### src/hw/pin_mux_cfg.svh
// constants for the port pin override and sleep clamp block
// Behaviour
// - sleep clamps digital input to ground
// - enabled external interrupt pins bypass clamp
// - clamp-made edge sets flag on wake
// - pull-up follows override, else dir/out/pud 010
// - pull-up override ignores port bits entirely
// - driver enable from override or direction bit
// - direction override value sets driver on/off
// - driven level from override or output bit
// - value override forces port value
// - toggle override inverts output register bit
// - input enable from override or sleep state
// - input enable override ignores sleep state
// - alt input taken before port synchronizer
// - analog path goes straight to pad
// - strobes per port, sleep/pud shared, overrides per pin
// - pull-ups off while reset active
// - direction bit one output, zero input
// - pull-up disable bit 4 kills all pull-ups not under override
`ifndef PIN_MUX_CFG_SVH
`define PIN_MUX_CFG_SVH
`define PM_PINS 8
`define PM_REG_PORT_OUT 32'h0000_0000
`define PM_REG_PORT_DIR 32'h0000_0004
`define PM_REG_PORT_PIN 32'h0000_0008
`define PM_REG_MCU_CTRL 32'h0000_000c
`define PM_REG_SLEEP 32'h0000_0010
`define PM_REG_EXT_IRQ 32'h0000_0014
`define PM_PUD_BIT 4
`define PM_RESET_VAL 8'h00
`endif

### src/hw/pin_mux_pkg.sv
// types for the port pin override block
package pin_mux_pkg;
  typedef struct packed {
    logic [7:0] pullup_override_en;
    logic [7:0] pullup_override_val;
    logic [7:0] dir_override_en;
    logic [7:0] dir_override_val;
    logic [7:0] value_override_en;
    logic [7:0] value_override_val;
    logic [7:0] toggle_override_en;
    logic [7:0] input_enable_override_en;
    logic [7:0] input_enable_override_val;
  } override_s;
  typedef struct packed {
    logic [7:0] pullup_on;
    logic [7:0] drive_en_n;
    logic [7:0] drive_val;
    logic [7:0] input_en;
  } pad_ctrl_s;
  typedef enum logic [1:0] {RESP_IDLE, RESP_BUSY} resp_e;
endpackage

### src/hw/pin_sync3.sv
// three stage pin synchroniser, change taken when stages two and three agree
`timescale 1ns/1ps
module pin_sync3 #(
  parameter int WIDTH = 8
) (
  input wire logic aclk,
  input wire logic aresetn,
  input wire logic [WIDTH-1:0] async_in,
  output logic [WIDTH-1:0] sync_out
);
  typedef struct packed {
    logic [WIDTH-1:0] s1;
    logic [WIDTH-1:0] s2;
    logic [WIDTH-1:0] s3;
    logic [WIDTH-1:0] q;
  } sync_state_s;
  sync_state_s st;
  sync_state_s next_st;
  initial begin
    if (WIDTH < 1) $error("width must be positive");
  end
  // s1 feeds only s2; the filtered value moves when s2 and s3 agree
  always_comb begin
    next_st = st;
    next_st.s1 = async_in;
    next_st.s2 = st.s1;
    next_st.s3 = st.s2;
    for (int i = 0; i < WIDTH; i++) begin
      if (st.s2[i] == st.s3[i]) begin
        next_st.q[i] = st.s3[i];
      end
    end
  end
  always_ff @(posedge aclk) begin
    if (!aresetn) begin
      st <= '0;
    end else begin
      st <= next_st;
    end
  end
  assign sync_out = st.q;
endmodule // pin_sync3

### src/hw/port_pin_override_and_sleep_clamp.sv
// one port of override pin logic with sleep clamp and axi4-lite registers
//
// Local design decisions: the AXI4-Lite slave port and the register offsets.
`timescale 1ns/1ps
`include "pin_mux_cfg.svh"
module port_pin_override_and_sleep_clamp (
  input wire logic aclk,
  input wire logic aresetn,
  // axi4-lite slave
  input wire logic [31:0] s_axi_awaddr,
  input wire logic s_axi_awvalid,
  output logic s_axi_awready,
  input wire logic [31:0] s_axi_wdata,
  input wire logic [3:0] s_axi_wstrb,
  input wire logic s_axi_wvalid,
  output logic s_axi_wready,
  output logic [1:0] s_axi_bresp,
  output logic s_axi_bvalid,
  input wire logic s_axi_bready,
  input wire logic [31:0] s_axi_araddr,
  input wire logic s_axi_arvalid,
  output logic s_axi_arready,
  output logic [31:0] s_axi_rdata,
  output logic [1:0] s_axi_rresp,
  output logic s_axi_rvalid,
  input wire logic s_axi_rready,
  // per pin overrides from peripherals
  input wire pin_mux_pkg::override_s ovr,
  // pad side
  input wire logic [7:0] pad_in,
  output logic [7:0] pad_out,
  output logic [7:0] pad_oe_n,
  output logic [7:0] pad_pullup,
  output logic [7:0] alt_function_input,
  output logic [7:0] ext_irq_flag
);
  // analog_pad_io is a pad-level wire routed around this block
  typedef struct packed {
    logic [7:0] pin_output_bit;
    logic [7:0] pin_direction_bit;
    logic global_pullup_disable;
    logic sleep_qual;
    logic [7:0] ext_irq_en;
    logic [7:0] ext_irq_edge;
    logic [7:0] ext_irq_flag;
    logic [7:0] prev_in;
    logic aw_hold;
    logic [31:0] aw_addr;
    logic w_hold;
    logic [31:0] w_data;
    logic [3:0] w_strb;
    logic bvalid;
    logic [1:0] bresp;
    logic rvalid;
    logic [1:0] rresp;
    logic [31:0] rdata;
  } port_state_s;
  port_state_s st;
  port_state_s next_st;
  pin_mux_pkg::pad_ctrl_s pad;
  logic [7:0] clamped_in;
  logic [7:0] sync_in;
  logic [7:0] pull_req;
  logic [7:0] out_eff;

  // output bit as seen through the toggle override
  assign out_eff = st.pin_output_bit ^ ovr.toggle_override_en;

  // pad control is combinational so overrides reach the pad at once
  always_comb begin
    for (int i = 0; i < 8; i++) begin
      pull_req[i] = !st.pin_direction_bit[i] && out_eff[i] &&
                    !st.global_pullup_disable;
      pad.pullup_on[i] = ovr.pullup_override_en[i] ?
                         ovr.pullup_override_val[i] : pull_req[i];
      // direction bit one drives, zero listens
      pad.drive_en_n[i] = ovr.dir_override_en[i] ?
                          !ovr.dir_override_val[i] :
                          !st.pin_direction_bit[i];
      pad.drive_val[i] = ovr.value_override_en[i] ?
                         ovr.value_override_val[i] : out_eff[i];
      // external interrupt pins keep listening in sleep
      pad.input_en[i] = ovr.input_enable_override_en[i] ?
                        ovr.input_enable_override_val[i] :
                        (!st.sleep_qual || st.ext_irq_en[i]);
    end
  end

  // clamp ahead of the schmitt stage when input disabled
  assign clamped_in = pad_in & pad.input_en;
  // alt function sees the raw value; consumer synchronises it
  assign alt_function_input = clamped_in;
  // pull-ups held off in reset so a floating board sees no current
  assign pad_pullup = aresetn ? pad.pullup_on : 8'h00;
  assign pad_oe_n = aresetn ? pad.drive_en_n : 8'hff;
  assign pad_out = pad.drive_val;
  assign ext_irq_flag = st.ext_irq_flag;

  pin_sync3 #(.WIDTH(`PM_PINS)) u_sync (
    .aclk(aclk),
    .aresetn(aresetn),
    .async_in(clamped_in),
    .sync_out(sync_in)
  );

  // axi handshakes: accept address/data when not holding a response;
  // one register set and strobe path serves all eight pins
  assign s_axi_awready = !st.aw_hold && !st.bvalid;
  assign s_axi_wready = !st.w_hold && !st.bvalid;
  assign s_axi_arready = !st.rvalid;
  assign s_axi_bvalid = st.bvalid;
  assign s_axi_bresp = st.bresp;
  assign s_axi_rvalid = st.rvalid;
  assign s_axi_rresp = st.rresp;
  assign s_axi_rdata = st.rdata;

  // next state: bus writes, reads, edge capture; hardware set beats clear
  always_comb begin
    logic [7:0] edge_hit;
    logic [7:0] wb;
    logic do_wr;
    next_st = st;
    edge_hit = 8'h00;
    wb = 8'h00;
    do_wr = 1'b0;
    next_st.prev_in = sync_in;
    if (s_axi_awvalid && s_axi_awready) begin
      next_st.aw_hold = 1'b1;
      next_st.aw_addr = s_axi_awaddr;
    end
    if (s_axi_wvalid && s_axi_wready) begin
      next_st.w_hold = 1'b1;
      next_st.w_data = s_axi_wdata;
      next_st.w_strb = s_axi_wstrb;
    end
    if (st.aw_hold && st.w_hold) begin
      do_wr = 1'b1;
      wb = st.w_strb[0] ? st.w_data[7:0] : 8'h00;
      next_st.aw_hold = 1'b0;
      next_st.w_hold = 1'b0;
      next_st.bvalid = 1'b1;
      next_st.bresp = 2'b00;
      case (st.aw_addr)
        `PM_REG_PORT_OUT: begin
          if (st.w_strb[0]) next_st.pin_output_bit = wb;
        end
        `PM_REG_PORT_DIR: begin
          if (st.w_strb[0]) next_st.pin_direction_bit = wb;
        end
        `PM_REG_PORT_PIN: begin
          next_st.pin_output_bit = st.pin_output_bit ^ wb; // toggle
        end
        `PM_REG_MCU_CTRL: begin
          if (st.w_strb[0]) begin
            next_st.global_pullup_disable = wb[`PM_PUD_BIT];
          end
        end
        `PM_REG_SLEEP: begin
          if (st.w_strb[0]) next_st.sleep_qual = wb[0];
        end
        `PM_REG_EXT_IRQ: begin
          if (st.w_strb[0]) next_st.ext_irq_en = wb;
          if (st.w_strb[1]) next_st.ext_irq_edge = st.w_data[15:8];
          // write one clears flags
          if (st.w_strb[2]) begin
            next_st.ext_irq_flag = st.ext_irq_flag & ~st.w_data[23:16];
          end
        end
        default: next_st.bresp = 2'b10;
      endcase
    end
    if (st.bvalid && s_axi_bready) next_st.bvalid = 1'b0;
    if (s_axi_arvalid && s_axi_arready) begin
      next_st.rvalid = 1'b1;
      next_st.rresp = 2'b00;
      case (s_axi_araddr)
        `PM_REG_PORT_OUT: next_st.rdata = {24'h0000_00, st.pin_output_bit};
        `PM_REG_PORT_DIR: next_st.rdata = {24'h0000_00, st.pin_direction_bit};
        `PM_REG_PORT_PIN: next_st.rdata = {24'h0000_00, sync_in};
        `PM_REG_MCU_CTRL: begin
          next_st.rdata = 32'h0000_0000;
          next_st.rdata[`PM_PUD_BIT] = st.global_pullup_disable;
        end
        `PM_REG_SLEEP: next_st.rdata = {31'h0000_0000, st.sleep_qual};
        `PM_REG_EXT_IRQ: begin
          next_st.rdata = {8'h00, st.ext_irq_flag, st.ext_irq_edge,
                           st.ext_irq_en};
        end
        default: begin
          next_st.rdata = 32'h0000_0000;
          next_st.rresp = 2'b10;
        end
      endcase
    end else if (st.rvalid && s_axi_rready) begin
      next_st.rvalid = 1'b0;
    end
    // edge mode pins flag on any change, including the clamp release on
    // wake, even while their interrupt is masked
    edge_hit = st.ext_irq_edge & (sync_in ^ st.prev_in);
    next_st.ext_irq_flag = next_st.ext_irq_flag | edge_hit;
    if (do_wr) begin
      next_st.w_strb = st.w_strb;
    end
  end

  always_ff @(posedge aclk) begin
    if (!aresetn) begin
      st <= '0;
    end else begin
      st <= next_st;
    end
  end

  // pull-up never on while reset is low
  a_reset_pullup: assert property (@(posedge aclk)
    !aresetn |-> pad_pullup == 8'h00)
    else $error("pull-up active in reset");
  // pull-up override decides alone
  a_pullup_ovr: assert property (@(posedge aclk) disable iff (!aresetn)
    ovr.pullup_override_en[0] |->
      pad_pullup[0] == ovr.pullup_override_val[0])
    else $error("pull-up override ignored");
  // default pull-up only for input, output one, no disable
  a_pullup_dflt: assert property (@(posedge aclk) disable iff (!aresetn)
    !ovr.pullup_override_en[1] |-> pad_pullup[1] ==
      (!st.pin_direction_bit[1] && out_eff[1] &&
       !st.global_pullup_disable))
    else $error("default pull-up wrong");
  // driver enable follows override or direction
  a_dir_sel: assert property (@(posedge aclk) disable iff (!aresetn)
    pad_oe_n[2] == (ovr.dir_override_en[2] ? !ovr.dir_override_val[2]
                    : !st.pin_direction_bit[2]))
    else $error("driver enable wrong");
  // driven value follows override
  a_value_ovr: assert property (@(posedge aclk) disable iff (!aresetn)
    ovr.value_override_en[3] |-> pad_out[3] == ovr.value_override_val[3])
    else $error("value override ignored");
  // sleeping pin without override or irq reads zero
  a_sleep_clamp: assert property (@(posedge aclk) disable iff (!aresetn)
    (st.sleep_qual && !st.ext_irq_en[4] &&
     !ovr.input_enable_override_en[4]) |-> alt_function_input[4] == 1'b0)
    else $error("input not clamped in sleep");
  // interrupt pin bypasses clamp
  a_irq_bypass: assert property (@(posedge aclk) disable iff (!aresetn)
    (st.ext_irq_en[5] && !ovr.input_enable_override_en[5]) |->
      alt_function_input[5] == pad_in[5])
    else $error("irq pin clamped");
  // input enable override wins over sleep
  a_ie_ovr: assert property (@(posedge aclk) disable iff (!aresetn)
    ovr.input_enable_override_en[6] |->
      alt_function_input[6] == (pad_in[6] & ovr.input_enable_override_val[6]))
    else $error("input override ignored");
  // synced change on an edge pin raises its flag next cycle
  a_edge_flag: assert property (@(posedge aclk) disable iff (!aresetn)
    (st.ext_irq_edge[7] && sync_in[7] != st.prev_in[7]) |=>
      ext_irq_flag[7])
    else $error("edge flag missed");
endmodule // port_pin_override_and_sleep_clamp

### config.mk
export PLATFORM = sky130hd
export DESIGN_NAME = port_pin_override_and_sleep_clamp
export DESIGN_NICKNAME = d
export VERILOG_FILES = /design/src/hw/pin_mux_pkg.sv /design/src/hw/pin_sync3.sv /design/src/hw/port_pin_override_and_sleep_clamp.sv
export VERILOG_INCLUDE_DIRS = /design/src /design/src/hw
export SDC_FILE = /design/constraint.sdc
export NUM_CORES = 1
export LEC_CHECK = 0
export BUFFER_PORTS_ARGS = -buffer_cell sky130_fd_sc_hd__buf_2
export CORE_AREA = 2 2 134 136
export CTS_CLUSTER_DIAMETER = 40
export DETAILED_ROUTE_END_ITERATION = 12
export DIE_AREA = 0 0 136 138
export PLACE_DENSITY = 0.76
export SLEW_MARGIN = 20
export SYNTH_ARGS = -nofsm -noshare
export SYNTH_HDL_FRONTEND = slang
export SYNTH_SLANG_ARGS = --single-unit
### constraint.sdc
create_clock -name aclk -period 1.7 [get_ports aclk]
set_input_delay 0 -clock aclk [delete_from_list [all_inputs] [get_ports aclk]]
set_output_delay 0 -clock aclk [all_outputs]
set_load 0.01 [all_outputs]
# ---- Word-level counts from Yosys, hierarchy flattened
# Index checks and enable logic that the tools add are counted.
dict set report totals {
  reg_bits 181
  input_bits 187
  out_inout_bits 81
  wordCells 173
}
dict set report op_classes {
  n_eq_ne 19
  mux 46
  bitwise 10
  reduce_logical 69
}
# cell n
set op_table {}
lappend op_table {{24-bit case mux with 6 select lines} 1}
lappend op_table {{32-bit by 4-bit == test with 1-bit output, second input constant} 4}
lappend op_table {{32-bit by 5-bit == test with 1-bit output, second input constant} 4}
lappend op_table {{32-bit by 3-bit == test with 1-bit output, second input constant} 2}
lappend op_table {{32-bit zero test} 2}
lappend op_table {{8-bit 2-to-1 mux} 7}
lappend op_table {{1-bit 2-to-1 mux} 35}
lappend op_table {{8-bit AND} 3}
lappend op_table {{1-bit logical AND} 24}
lappend op_table {{8-bit XOR} 3}
lappend op_table {{1-bit zero test} 22}
lappend op_table {{3-bit AND reduction} 6}
lappend op_table {{8-bit case mux with 2 select lines} 1}
lappend op_table {{6-bit OR reduction} 2}
lappend op_table {{1-bit == test} 8}
lappend op_table {{1-bit logical OR} 8}
lappend op_table {{8-bit inverter} 1}
lappend op_table {{8-bit bitwise OR} 1}
lappend op_table {{2-bit 2-to-1 mux} 2}
lappend op_table {{2-bit nonzero test} 2}
lappend op_table {{2-bit OR reduction} 2}
lappend op_table {{2-bit inequality test, second input constant} 1}
lappend op_table {{1-bit inverter} 2}
lappend op_table {{2-bit AND reduction} 1}

# ---- Logic depth before layout (Yosys ltp)
dict set report depth {
  depth_word 6
  mapped_depth 6
  ltp_nobuf 4
}

# ---- Modules after synthesis
# From an unflattened synthesis, not the netlist that was laid out.
dict set report unflattened {
  cells_unflattened 876
  hier_area_um2 7543.5
}
# mod n_inst cells_each area_each_um2 seq_area_each_um2
set by_module_without_submodules {}
lappend by_module_without_submodules {port_pin_override_and_sleep_clamp 1 785 6522.5 2782.7}
lappend by_module_without_submodules {pin_sync3 1 91 1021.0 640.6}

# ---- Worst setup path before layout
# No wires, ideal clock.
dict set report synth_path {
  kind {reg-to-reg}
  from {register st[87] in the netlist's numbering}
  to {register st[132] in the netlist's numbering}
  t_arrival_ns 1.640
  setup_slack_ns -0.059
  stages_incl_launch_ff 6
  path_buffers 1
  synth_period_minus_slack_ns 1.759
  cell_sequence {dfxtp_1 -> nor4_4 -> nand3_4 -> or4_1 -> buf_6 -> mux2i_1}
}
dict set report synth_via {
  elab_chain_len 2
}
# item line_no
set synth_rtl {}
lappend synth_rtl {{start: declaration} port_pin_override_and_sleep_clamp.sv:58} ;# port_state_s st;
lappend synth_rtl {{start signal: assignment} port_pin_override_and_sleep_clamp.sv:210} ;# st <= next_st;
lappend synth_rtl {{32-bit by 5-bit == test with 1-bit output} port_pin_override_and_sleep_clamp.sv:143} ;# case (st.aw_addr)
lappend synth_rtl {{3-bit AND reduction (no source line)} --}
# Every way passes these cells.
# A chain may end at the register's enable or synchronous reset.

# ---- Final worst setup path
dict set report layout_path {
  from {register st[90] in the netlist's numbering}
  to {register st[132] in the netlist's numbering}
}
# The elaborated chain is that of the path after synthesis.

==> summary.md <==
| Metric | Value |
|---|---|
| Seq/Total Area, Yosys | `approximately 43%` |
| Synth Cell Area | `roughly 7900 µm²` |
| Status | `complete, but fails checks` |
| Maximum vdd drop | `around 0.76 mV` |
| Clock root buffer master | `clkbuf_16` |
| CTS tree | `built` |
| Overflow after GRT | `0` |
| Critical-path cell list | `nor4_4 > buf_4 > nand3_4 > or4_4 > mux2i_1` |
| Worst EP arrival | `a little over 2000 ps` |
| Reg-to-Reg End | `st[132]` |
| Max-cap violations | `0` |
| CP Launch Type | `flip-flop` |
| Post-synthesis simple-gate area fraction | `24.8%` |
| Final slew viol count | `0` |
| FF+latch count, synth | `171` |
| Comb pwr share | `around 14%` |
| Vias per cell | `between 5 and 6` |
| CP endpoint kind | `flip-flop` |
| CTS max path bufs | `2` |
| YS warnings | `0` |
| Mapped Cells | `between 900 and 1,000` |
| Worst slew pin tran | `a little under 600 ps` |
| DP Wirelength | `between 15,000 and 20,000 µm` |
| ANT cells | `0` |
| Routed Antenna Nets | `0` |
| Worst path max stage delay | `550 ps` |
| Worst min-delay path startpoint | `pad_in[0]` |
| Total CTS buffers | `17` |
| Vias in the first global route | `~7,300` |
| RePlAce Congestion | `around 0.84` |
| Share of cells above drive strength 1 | `slightly below 30%` |
| Rows | `49` |
| Synth Area in Compound Gates | `between 10% and 20%` |
| Switching Fraction | `24.6%` |
| Clock power frac | `41.0%` |
| Multiplexer share of the synthesized area | `roughly 7%` |
| Clock skew | `between 7 and 8 ps` |
| Final WL | `approximately 23,000 µm` |
| Required time worst endpoint | `2000 ps` |
| Min cycle time layout | `1770 ps` |
| Sw power | `~2.3 mW` |
| Xor/xnor share of the synthesized area | `1.78%` |
| Pint | `7.17 mW` |
| H-tree levels | `4` |
| RSZ-0062 raised after global routing | `true` |
| Initial antenna violation count | `0` |
| Layout Utilization | `61.3%` |
| Hold path depth | `3` |
| Final setup vio count | `23` |
| First-pass GRT wire length | `35,700 µm` |
| Fillers | `1,507` |
| Top-area cell type share of the netlist area | `43.5%` |
| Ports | `roughly 270` |
| Final Hold Vio Count | `0` |
| Power Density | `around 890 nW/µm²` |
| PnR worst setup slack | `-72.0 ps` |
| Die ar. | `around 19,000 µm²` |
| Top achievable clock speed | `0.564 GHz` |
| Routed length per instance | `around 16 µm` |
| Fin crit share | `104%` |
| Routed vias | `between 7,000 and 8,000` |
| Standby leakage power | `approximately 4.6 nW` |
| Synth Area in Adders | `0%` |
| Crit Path Max Fanout | `8` |
| Initial Util | `44.9%` |
| FF-to-FF Start | `st[90]` |
| Most common cell after layout, fill and taps aside | `buf_2` |
| Kind of critical path | `reg2reg` |
| Worst slew margin | `60.8%` |
| Main combinational cell family by area after synthesis | `simple AND/OR/NAND/NOR gates` |
| Clk slew on worst S/H paths | `60 ps` |
| Pre-CTS setup slack | `-101 ps` |
| Syn avg cell area | `8.65 µm²` |
| Worst-Skew Late Latency | `~420 ps` |
| Core area | `around 18,000 µm²` |
| Clock sink total | `around 170` |
| R2R setup slack | `-70 ps` |
| DR iter-0 viols | `463` |
| Slowest-stage cell, CP | `or4_4` |
| Reg2Reg Depth | `5` |
| Die span in x | `136 µm` |
| Placed Cells | `around 1,300` |
| HP Class | `in2reg` |
| Highest-count cells in the layout ignoring fill and taps | `buf_2, nand2_1, dfxtp_1` |
| Total power | `approximately 9.5 mW` |
| Final Non-Filler Cells | `~1,400` |
| Reg power frac | `44.9%` |
| Total GRT Usage | `23.8%` |
| # DRC | `0` |
| Area contributors post-synth | `dfxtp_1, nand2_1, mux2i_1, a21oi_1, buf_4` |
| Failing checks | `negative setup slack` |
| IO buf count | `~250` |
| Cell variety after synth | `50` |
| Final layout net count | `roughly 1,400` |
| Drt pass-1 iters | `5` |
| Yosys top cell by area | `dfxtp_1` |
| Largest net degree at the start of global routing | `63` |
| Die Ht | `around 140 µm` |
| Area growth syn-to-layout | `36.4%` |
| Hold Path Sink | `u_sync.next_st[16]` |
-- area by class of cell --
| class | instances | area, µm² | share of cell area, % |
|---|---|---|---|
| multi-input combinational | 618 | 3890 | 36.2 |
| clock buffer | 21 | 450 | 4.19 |
| timing repair buffer | 365 | 2440 | 22.7 |
| inverter | 27 | 101 | 0.944 |
| sequential | 171 | 3430 | 31.9 |
| clock inverter | 10 | 144 | 1.34 |
| tap | 229 | 287 | 2.67 |
-- how the worst max path moves through the flow --
stage,startpoint,to,slack [ps],depth (start not counted)
after floorplan,st[96],st[132],-50,5
after global placement,st[99],st[155],-50,4
after detailed placement,st[99],st[154],-100,4
after CTS,st[90],st[132],-50,5
after global routing,st[91],st[155],-150,4
final,st[90],st[132],-70,5
-- flip-flops by register name, indices dropped and copies added, names as in the netlist --
signal / flops
st: 103
s_axi_rdata: 24
u_sync.next_st: 16
ext_irq_flag: 8
u_sync.st: 8
u_sync.sync_out: 8
s_axi_bresp: 1
s_axi_bvalid: 1
s_axi_rresp: 1
s_axi_rvalid: 1
-- synthesized netlist by cell type (all sizes together) --
master / n
o31ai: 1
nand4: 4
xnor2: 7
nand2b: 12
nand3: 2
conb: 1
a21o: 8
o2bb2ai: 1
buf: 58
dfxtp: 171
nand4b: 5
o311a: 15
or4: 1
and3b: 1
o211ai: 1
and2: 51
o32ai: 1
xor2: 9
o31a: 1
a21oi: 81
clkbuf: 45
a31oi: 9
a311o: 7
nor2: 11
a222oi: 1
nor4b: 1
nor2b: 16
inv: 27
o311ai: 1
a2bb2oi: 5
a22o: 8
nand2: 198
o21ai: 13
nand3b: 11
a2111oi: 1
or2: 1
nor3: 7
mux2: 11
mux2i: 41
mux4: 1
o21a: 16
nor4: 48
-- kinds of logic after synthesis --
| group | count (synthesis) |
|---|---|
| compound gates | 170 |
| xor+xnor | 16 |
| simple gates | 369 |
| mux | 53 |
| buf+inv | 130 |
| other cells | 1 |
| flops | 171 |
-- stage by stage --
step | setup TNS (ps) | instance area (µm²) | hold WS (ps)
3_3_place_gp | -875 | 9210 | 243
3_5_place_dp | -2620 | 9210 | 249
2_1_floorplan | -640 | 7910 | 92.7
5_1_grt | -4550 | 10700 | 18.9
4_1_cts | -555 | 10700 | 1.63
6_report | -699 | 10700 | 23.1
-- power groups by stage --
stage | Combinational [mW] | Clock (mW) | Sequential [mW]
floorplan | 0.645 | 0 | 4.31
global placement | 1.08 | 0 | 4.33
detailed placement | 1.10 | 0 | 4.34
CTS | 1.30 | 3.95 | 4.26
global route | 1.48 | 4.15 | 4.28
finish | 1.34 | 3.90 | 4.27
-- metal layers --
layer | up-vias | GRT usage [%] | share of wire, %
li1 | 3660 | - | -
met1 | 3445 | 30.6 | 44
met2 | 257 | 39.8 | 48
met3 | 29 | 5.46 | 6.4
met4 | 0 | 7.13 | 1.9
met5 | - | 0 | 0
-- critical path: cells and delay by family (launching register included) --
family	cells	cell delay, ps
DFF	1	340
and+or+nand+nor	3	990
buffers and inverters	1	170
muxes	1	160
-- what timing repair did --
| action | CTS | global route |
|---|---|---|
| setup buffers | 1 | 0 |
| endpoints found under the setup margin | 41 | 52 |
| cloned | 1 | 0 |
| hold buffers | 78 | 0 |
| resized for setup | 13 | 12 |
| hold endpoints to repair | 77 | 0 |
| pin swaps | 2 | 0 |
Note: power is estimated with default switching activity, not from simulation.
